### src/logic/rtc_cal_defines.svh
// offsets, field positions, reset values and timing counts of the calibration block
`ifndef RTC_CAL_DEFINES_SVH
`define RTC_CAL_DEFINES_SVH
`define ADDR_CONTROL_FLAGS   8'h00
`define ADDR_CLOCK_CORR      8'h01
`define ADDR_COMPANION_CTRL  8'h18
`define ADDR_CAL_STATUS      8'h20
`define CTRL_CAL_BIT         2
`define CORR_SIGN_BIT        5
`define CORR_MAG_HI          4
`define COMP_SEL_BIT         6
`define COMP_FREQ_HI_BIT     5
`define COMP_FREQ_LO_BIT     4
`define COMP_CHARGE_BIT      3
`define COMP_FAST_BIT        2
`define STAT_CHARGING_BIT    0
`define STAT_SEC_WAVE_BIT    1
`define CORR_RESET           6'h00
`define COMP_RESET           8'h00
`define PRE_MAX              6'h3F
`define SEC_LIMIT_NOMINAL    10'h1FF
`define CORR_WINDOW_S        450
`endif

### src/logic/rtc_cal_pkg.sv
// types shared by the calibration and backup charge block
package rtc_cal_pkg;
    typedef enum logic [3:0] {
        OUT_CAL   = 4'b0001,
        OUT_ALARM = 4'b0010,
        OUT_WAVE  = 4'b0100,
        OUT_FLOAT = 4'b1000
    } out_mode_type;
    typedef enum logic [1:0] {
        WAVE_1HZ   = 2'h0,
        WAVE_512HZ = 2'h1,
        WAVE_4KHZ  = 2'h2,
        WAVE_32KHZ = 2'h3
    } wave_sel_type;
endpackage
### src/logic/rtc_cal_charge.sv
// calibration mode, digital timebase correction, output pin select and trickle charge control
`timescale 1ns/1ps
`default_nettype none
`include "rtc_cal_defines.svh"
// Function
// backup charge enable sources trickle current until backup pin reaches main supply.
// fast charge enable raises the trickle current to the high level.
// host keeps backup charge off when no backup supply is fitted.
// host keeps backup charge off when a lithium battery backs the clock.
// writing the calibration-mode bit enters or leaves calibration mode.
// in calibration mode the output pin carries 512 Hz, never the alarm.
// timekeeping is corrected from stored sign and five-bit magnitude.
// fast oscillator removes timebase pulses, slow oscillator adds them.
// sign one adds pulses, sign zero removes pulses.
// six-bit code, sign in top bit, magnitude in lower five bits.
// pulses are added or removed after the 512 Hz tap.
// correction setting survives loss of all supplies.
// correction bits accept writes only while calibration mode is on.
// leaving calibration mode returns the pin to its selected function.
// alarm, square wave or float per alarm enable and alarm select.
// two frequency bits choose 1, 512, 4096 or 32768 Hz.
// zero magnitude leaves the timebase unaltered whatever the sign.
module rtc_cal_charge
    import rtc_cal_pkg::*;
#(
    parameter int CORR_WINDOW_S = `CORR_WINDOW_S
)
(
    input  wire logic       core_clk_i,          // 40 MHz core clock
    input  wire logic       srst_i,              // synchronous reset, high
    input  wire logic [7:0] reg_addr_i,          // register address
    input  wire logic [7:0] reg_wdata_i,         // register write data
    input  wire logic       reg_wr_i,            // write strobe
    input  wire logic       reg_rd_i,            // read strobe
    output logic      [7:0] reg_rdata_o,         // read data, cycle after strobe
    input  wire logic       osc_32k_i,           // 32.768 kHz timebase pin
    input  wire logic       alarm_flag_i,        // alarm flag from alarm logic
    input  wire logic       alarm_flag_enable_i, // alarm enable setting
    input  wire logic       backup_at_main_i,    // comparator: backup pin at main level
    output logic            alarm_clock_output_o,    // output pin level
    output logic            alarm_clock_output_oe_o, // output pin drive enable
    output logic            charge_on_o,         // trickle source on
    output logic            charge_fast_o,       // high current select
    output logic            sec_tick_o           // corrected one-second pulse
);
    import rtc_cal_pkg::*;

    localparam int WIN_W = $clog2(CORR_WINDOW_S + 1);

    logic             cal_q;
    logic [5:0]       corr_q = `CORR_RESET;
    logic [7:0]       comp_q;
    logic [7:0]       rdata_q;
    logic             osc_s1_q;
    logic             osc_s2_q;
    logic             osc_s3_q;
    logic             main_s1_q;
    logic             main_s2_q;
    logic [5:0]       pre_q;
    logic [9:0]       sub_q;
    logic [WIN_W-1:0] win_q;
    logic [4:0]       left_q;
    logic             pin_q;
    logic             pin_oe_q;
    logic             charge_q;
    logic             fast_q;
    logic             tick_q;
    logic             osc_rise;
    logic             tick512;
    logic [9:0]       sec_limit;
    logic             sec_end;
    logic             wave;
    out_mode_type     mode;
    wave_sel_type     wsel;

    function automatic logic [9:0] limit_of(input logic sign, input logic [4:0] left);
        limit_of = (left == 5'h00) ? `SEC_LIMIT_NOMINAL
                 : sign            ? `SEC_LIMIT_NOMINAL - 10'h001
                 :                   `SEC_LIMIT_NOMINAL + 10'h001;
    endfunction

    // register writes
    always_ff @(posedge core_clk_i)
    begin
        if (srst_i)
        begin
            cal_q <= 1'b0;
        end
        else if (reg_wr_i && reg_addr_i == `ADDR_CONTROL_FLAGS)
        begin
            cal_q <= reg_wdata_i[`CTRL_CAL_BIT];
        end
    end

    // nonvolatile: kept across srst, only power-on initial value
    always_ff @(posedge core_clk_i)
    begin
        if (reg_wr_i && reg_addr_i == `ADDR_CLOCK_CORR && cal_q)
        begin
            corr_q <= reg_wdata_i[`CORR_SIGN_BIT:0];
        end
    end

    always_ff @(posedge core_clk_i)
    begin
        if (srst_i)
        begin
            comp_q <= `COMP_RESET;
        end
        else if (reg_wr_i && reg_addr_i == `ADDR_COMPANION_CTRL)
        begin
            comp_q <= reg_wdata_i;
        end
    end

    always_ff @(posedge core_clk_i)
    begin
        if (srst_i || !reg_rd_i)
        begin
            rdata_q <= 8'h00;
        end
        else
        begin
            unique case (reg_addr_i)
                `ADDR_CONTROL_FLAGS:  rdata_q <= {5'h00, cal_q, 2'h0};
                `ADDR_CLOCK_CORR:     rdata_q <= {2'h0, corr_q};
                `ADDR_COMPANION_CTRL: rdata_q <= comp_q;
                `ADDR_CAL_STATUS:     rdata_q <= {6'h00, wave_sec(sub_q), charge_q};
                default:              rdata_q <= 8'h00;
            endcase
        end
    end

    function automatic logic wave_sec(input logic [9:0] cnt);
        wave_sec = (cnt < 10'h100);
    endfunction

    // pin synchronisers; first stage read only by the second
    always_ff @(posedge core_clk_i)
    begin
        if (srst_i)
        begin
            osc_s1_q  <= 1'b0;
            osc_s2_q  <= 1'b0;
            osc_s3_q  <= 1'b0;
            main_s1_q <= 1'b0;
            main_s2_q <= 1'b0;
        end
        else
        begin
            osc_s1_q  <= osc_32k_i;
            osc_s2_q  <= osc_s1_q;
            osc_s3_q  <= osc_s2_q;
            main_s1_q <= backup_at_main_i;
            main_s2_q <= main_s1_q;
        end
    end

    assign osc_rise = osc_s2_q && !osc_s3_q;
    assign tick512  = osc_rise && pre_q == `PRE_MAX;

    // prescaler up to the 512 Hz tap: never touched by correction
    always_ff @(posedge core_clk_i)
    begin
        if (srst_i)
        begin
            pre_q <= 6'h00;
        end
        else if (osc_rise)
        begin
            pre_q <= pre_q + 6'h01;
        end
    end

    // correction lives in the 512 Hz to 1 Hz stage, one pulse per second at most
    assign sec_limit = limit_of(corr_q[`CORR_SIGN_BIT], left_q);
    assign sec_end   = tick512 && sub_q >= sec_limit;

    always_ff @(posedge core_clk_i)
    begin
        if (srst_i)
        begin
            sub_q <= 10'h000;
        end
        else if (sec_end)
        begin
            sub_q <= 10'h000;
        end
        else if (tick512)
        begin
            sub_q <= sub_q + 10'h001;
        end
    end

    // window of seconds; magnitude reloaded at each window end
    always_ff @(posedge core_clk_i)
    begin
        if (srst_i)
        begin
            win_q  <= '0;
            left_q <= 5'h00;
        end
        else if (sec_end)
        begin
            if (win_q == WIN_W'(CORR_WINDOW_S - 1))
            begin
                win_q  <= '0;
                left_q <= corr_q[`CORR_MAG_HI:0];
            end
            else
            begin
                win_q <= win_q + WIN_W'(1);
                if (left_q != 5'h00)
                begin
                    left_q <= left_q - 5'h01;
                end
            end
        end
    end

    always_ff @(posedge core_clk_i)
    begin
        if (srst_i)
        begin
            tick_q <= 1'b0;
        end
        else
        begin
            tick_q <= sec_end;
        end
    end

    // output pin function
    assign wsel = wave_sel_type'({comp_q[`COMP_FREQ_HI_BIT], comp_q[`COMP_FREQ_LO_BIT]});

    assign mode = cal_q                  ? OUT_CAL   :
                  !comp_q[`COMP_SEL_BIT] ? OUT_WAVE  :
                  alarm_flag_enable_i    ? OUT_ALARM :
                                           OUT_FLOAT;

    always_comb
    begin
        unique case (wsel)
            WAVE_1HZ:   wave = wave_sec(sub_q);
            WAVE_512HZ: wave = pre_q[5];
            WAVE_4KHZ:  wave = pre_q[2];
            WAVE_32KHZ: wave = osc_s2_q;
        endcase
    end

    always_ff @(posedge core_clk_i)
    begin
        if (srst_i)
        begin
            pin_q    <= 1'b0;
            pin_oe_q <= 1'b0;
        end
        else
        begin
            unique case (mode)
                OUT_CAL:
                begin
                    pin_q    <= pre_q[5];
                    pin_oe_q <= 1'b1;
                end
                OUT_ALARM:
                begin
                    pin_q    <= alarm_flag_i;
                    pin_oe_q <= 1'b1;
                end
                OUT_WAVE:
                begin
                    pin_q    <= wave;
                    pin_oe_q <= 1'b1;
                end
                OUT_FLOAT:
                begin
                    pin_q    <= 1'b0;
                    pin_oe_q <= 1'b0;
                end
            endcase
        end
    end

    // trickle charger
    always_ff @(posedge core_clk_i)
    begin
        if (srst_i)
        begin
            charge_q <= 1'b0;
            fast_q   <= 1'b0;
        end
        else
        begin
            charge_q <= comp_q[`COMP_CHARGE_BIT] && !main_s2_q;
            fast_q   <= comp_q[`COMP_CHARGE_BIT] && !main_s2_q && comp_q[`COMP_FAST_BIT];
        end
    end

    assign reg_rdata_o             = rdata_q;
    assign alarm_clock_output_o    = pin_q;
    assign alarm_clock_output_oe_o = pin_oe_q;
    assign charge_on_o             = charge_q;
    assign charge_fast_o           = fast_q;
    assign sec_tick_o              = tick_q;

    // checks
    property p_charge_on;
        @(posedge core_clk_i) disable iff (srst_i)
        charge_on_o |-> $past(comp_q[`COMP_CHARGE_BIT]) && !$past(main_s2_q);
    endproperty
    a_charge_on: assert property (p_charge_on) else $error("charge on without enable");
    property p_fast;
        @(posedge core_clk_i) disable iff (srst_i)
        charge_fast_o |-> charge_on_o && $past(comp_q[`COMP_FAST_BIT]);
    endproperty
    a_fast: assert property (p_fast) else $error("fast charge without base charge");
    property p_cal_write;
        @(posedge core_clk_i) disable iff (srst_i)
        reg_wr_i && reg_addr_i == `ADDR_CONTROL_FLAGS |=> cal_q == $past(reg_wdata_i[2]);
    endproperty
    a_cal_write: assert property (p_cal_write) else $error("cal bit not written");
    property p_cal_pin;
        @(posedge core_clk_i) disable iff (srst_i)
        cal_q |=> alarm_clock_output_oe_o && alarm_clock_output_o == $past(pre_q[5]);
    endproperty
    a_cal_pin: assert property (p_cal_pin) else $error("pin not 512 Hz in cal mode");
    property p_corr_lock;
        @(posedge core_clk_i) disable iff (srst_i)
        reg_wr_i && !cal_q |=> $stable(corr_q);
    endproperty
    a_corr_lock: assert property (p_corr_lock) else $error("correction written outside cal");
    property p_pre_free;
        @(posedge core_clk_i) disable iff (srst_i)
        osc_rise |=> pre_q == $past(pre_q) + 6'h01;
    endproperty
    a_pre_free: assert property (p_pre_free) else $error("512 Hz tap disturbed");
    property p_zero_mag;
        @(posedge core_clk_i) disable iff (srst_i)
        sec_end && left_q == 5'h00 |-> sub_q == 10'h1FF;
    endproperty
    a_zero_mag: assert property (p_zero_mag) else $error("second altered at zero magnitude");
    property p_sign;
        @(posedge core_clk_i) disable iff (srst_i)
        sec_end && left_q != 5'h00 |-> sub_q == (corr_q[5] ? 10'h1FE : 10'h200);
    endproperty
    a_sign: assert property (p_sign) else $error("wrong correction direction");
    property p_alarm_pin;
        @(posedge core_clk_i) disable iff (srst_i)
        !cal_q && comp_q[6] && alarm_flag_enable_i
            |=> alarm_clock_output_oe_o && alarm_clock_output_o == $past(alarm_flag_i);
    endproperty
    a_alarm_pin: assert property (p_alarm_pin) else $error("alarm not on pin");
    property p_float;
        @(posedge core_clk_i) disable iff (srst_i)
        !cal_q && comp_q[6] && !alarm_flag_enable_i |=> !alarm_clock_output_oe_o;
    endproperty
    a_float: assert property (p_float) else $error("pin driven when it should float");

    c_cal_enter: cover property (@(posedge core_clk_i) disable iff (srst_i) $rose(cal_q));
    c_corr_add:  cover property (@(posedge core_clk_i) disable iff (srst_i)
        sec_end && left_q != 5'h00 && corr_q[5]);
    c_fast:      cover property (@(posedge core_clk_i) disable iff (srst_i) $rose(charge_fast_o));
endmodule
`default_nettype wire

### config.mk
export PLATFORM = sky130hd
export DESIGN_NAME = rtc_cal_charge
export DESIGN_NICKNAME = d
export VERILOG_FILES = /design/src/logic/rtc_cal_pkg.sv /design/src/logic/rtc_cal_charge.sv
export VERILOG_INCLUDE_DIRS = /design/src /design/src/logic
export SDC_FILE = /design/constraint.sdc
export NUM_CORES = 1
export LEC_CHECK = 0
export ABC_AREA = 0
export BUFFER_PORTS_ARGS = -buffer_cell sky130_fd_sc_hd__buf_4
export CAP_MARGIN = 20
export CORE_ASPECT_RATIO = 0.7
export CORE_MARGIN = 4
export CORE_UTILIZATION = 50
export DETAILED_ROUTE_END_ITERATION = 10
export GPL_TIMING_DRIVEN = 0
export PLACE_DENSITY = 0.78
export SLEW_MARGIN = 20
export SYNTH_ARGS = -nofsm -noshare
export SYNTH_HDL_FRONTEND = slang
export SYNTH_SLANG_ARGS = --single-unit
### constraint.sdc
create_clock -name core_clk_i -period 5 [get_ports core_clk_i]
set_clock_uncertainty 0.05 [all_clocks]
set_input_delay 0.25 -clock core_clk_i [delete_from_list [all_inputs] [get_ports core_clk_i]]
set_output_delay 0.25 -clock core_clk_i [all_outputs]
set_load 0.03 [all_outputs]
==> results_dict.tcl <==
set metrics [dict create \
    power_density_nw_per_um2 281 \
    swShare 0.232 \
    cts_tree "built" \
    worstRegToRegCells 12 \
    critical-path-top-delay-family "simple AND/OR/NAND/NOR gates" \
    regArea_um2 1320 \
    core_um2 5870 \
    diodes 0 \
    cpPeakStageDelay_ns 0.62 \
    critPathLaunchType "flop" \
    clockBufferDepth 2 \
    p_switching_mw 0.240 \
    relSlewSlack 0.535 \
    syn_to_final_growth_pct 18.3 \
    async_flop_share 0 \
    hold_violations 0 \
    overflow 0 \
    post_cts_buffers 0 \
    r2r-end "sub_q[5]" \
    power.internal_mw 0.798 \
    clk_latency_ns 0.35 \
    finalSetupTns_ns 0 \
    drive_gt1_frac 0.165 \
    min_from "reg_wdata_i[4]" \
    worstPathMaxFanout 10 \
    maxSlewViolCount 0 \
    synth_area_leaders "dfxtp_1 (37%), edfxtp_1 (5.8%), ha_1 (5.6%)" \
    dieHeight_um 74.1 \
    dr.pass1.iters 5 \
    hold_path_end "corr_q[4]" \
    synth_top_area_cell "dfxtp_1" \
    reg2reg_from "left_q[0]" \
    hpwl_um 5910 \
    setup_ws_ns 1.19 \
    synth.net_count 387 \
    cp_data_required_time_ns 5.16 \
    grt_pass1_vias 2626 \
    cts_sinks 63 \
    cts_buffers 9 \
    final_nets 433 \
    multi_input_area_um2 1700 \
    combPwrFrac 0.049 \
    hp-class "in2reg" \
    avgSynthCellArea_um2 8.94 \
    clockPowerShare 0.452 \
    tightest_slew_ns 0.690 \
    dieArea_um2 7590 \
    cts_hold_buf 0 \
    grt_usage 0.227 \
    vdd.ir_drop.worst_mv 0.172 \
    die_w_um 102 \
    setup.worst_path.class "reg2reg" \
    design_area_um2 3690 \
    fin_crit_sh 0.762 \
    p_leak_nw 1.43 \
    cts_resized 0 \
    dp_cells 459 \
    wl_per_cell_um 17.1 \
    critPathSlowestCell "or4b_2" \
    ys_ff_latch 63 \
    drcViolationCount 0 \
    vias 2880 \
    grt_max_degree 13 \
    start_util 0.532 \
    wl_um 8100 \
    status "complete, no violations" \
    ant_nets 0 \
    place.gp.congestion 0.917 \
    ys_types 56 \
    clk_pin_slew_worst_paths_ns 0.07 \
    stdcell_count 475 \
    setup_viol 0 \
    yosysSeqAreaShare 0.423 \
    arrival_ns 3.96 \
    worstSetupEndpointType "flop" \
    clockRootBuffer "clkbuf_8" \
    timing.hold.ws_ns 0.0425 \
    vias_per_cell 6.06 \
    fmax_mhz 263 \
    fillers 510 \
    grt_pass1_wl_um 13200 \
    cap_viol_max_count 0 \
    fin_crit_ns 3.81 \
    yosysWarnings 0 \
    htree_num_levels 3 \
    p_seq_frac 0.499 \
    synth-edff-count 6 \
    io_buffers 35 \
    syn_area_um2 3120 \
    place_area_um2 3480 \
    path_buf_inv 2 \
    dp_worst_setup_slack_ns 1.35 \
    drt_iter0_markers 251 \
    row_count 23 \
    regToRegSetupSlack_ns 1.19 \
    synth_cells 349 \
    boundaryPins 37 \
    ys.flop_type "dfxtp_1" \
    hold_path_depth 1 \
    synth_top_area_frac 0.366 \
    crit_chain "inv_1 > ha_1 > nor4b_4 > nor2_2 > ha_1 > a21oi_1 > or4b_2 > o221ai_1 > o311ai_1 > buf_4 > a21oi_1 > nor3_1" \
    rsz0062_at_grt "false" \
    antenna_found_initial 0 \
]
## state kept, by name, summed over array words and instances (netlist names)
signal                   flops
cal_q                        1
main_s2_q                    1
alarm_clock_output_oe_o      1
osc_s1_q                     1
corr_q                       6
sec_tick_o                   1
charge_on_o                  1
alarm_clock_output_o         1
charge_fast_o                1
comp_q                       8
reg_rdata_o                  8
pre_q                        6
main_s1_q                    1
left_q                       5
sub_q                       10
osc_s3_q                     1
win_q                        9
osc_s2_q                     1
## cell usage in the layout, fill, tap and decap left out, types with 12 or more instances in the layout
cell type  netlist  final
clkbuf_1        16     16
a21oi_1         34     34
buf_4            1     36
nor2b_1         12     12
nand3_1         19     19
nor2_1          22     22
and3_1          12     12
dfxtp_1         57     57
nand2_1         38     38
ha_1            14     14
## metrics by stage
step | total power [mW] | util
floorplan | 0.554 | -
global placement | 0.579 | 0.592
detailed placement | 0.580 | 0.592
CTS | 1.04 | 0.629
global route | 1.08 | 0.629
finish | 1.04 | 0.629
## layer usage
layer | vias to the layer above | GRT usage | wire [um]
met4 | 0 | 0.0771 | 115
li1 | 1380 | - | -
met2 | 111 | 0.326 | 3510
met1 | 1374 | 0.333 | 3850
met5 | - | 0 | 0
met3 | 15 | 0.0562 | 619
## power groups by stage
stage	Combinational [mW]	Sequential [mW]	Clock, mW
final	0.0511	0.518	0.469
after global routing	0.0564	0.519	0.501
after CTS	0.0505	0.518	0.475
after detailed placement	0.0501	0.530	0
after global placement	0.0491	0.530	0
after floorplan	0.0232	0.531	0
## layout make-up
type | count | area share
Clock inverter | 6 | 0.0180
Tap cell | 75 | 0.0254
Buffer | 18 | 0.0197
Multi-Input combinational cell | 261 | 0.461
Inverter | 7 | 0.00712
Clock buffer | 10 | 0.0403
Timing Repair Buffer | 35 | 0.0712
Sequential cell | 63 | 0.358
## worst max path at each step
| stage | from | to | slack [ns] | cells after the start |
|---|---|---|---|---|
| 2_1_floorplan | left_q[0] | win_q[7] | 1.88 | 12 |
| 3_3_place_gp | left_q[0] | win_q[1] | 1.40 | 12 |
| 4_1_cts | left_q[0] | sub_q[5] | 1.27 | 12 |
| 5_1_grt | left_q[0] | win_q[8] | 0.89 | 11 |
| 3_5_place_dp | left_q[0] | sub_q[7] | 1.35 | 12 |
| 6_report | left_q[0] | sub_q[5] | 1.19 | 12 |
## cells by family after synthesis
group	synth area share
AOI/OAI and AO/OA	0.191
xor gates and xnor gates	0.0337
adders and majority gates	0.0597
buffers and inverters	0.0317
DFF	0.423
muxes	0.0192
and+or+nand+nor	0.241
## synth_stat cells, types with 8 or more instances
cell type / count
nor2_1: 22
nand3_1: 19
dfxtp_1: 57
xor2_1: 8
nor3_1: 10
nor2b_1: 12
nand2_1: 38
clkbuf_1: 16
ha_1: 14
a21oi_1: 34
and3_1: 12
(Power assumes the default switching activity.)
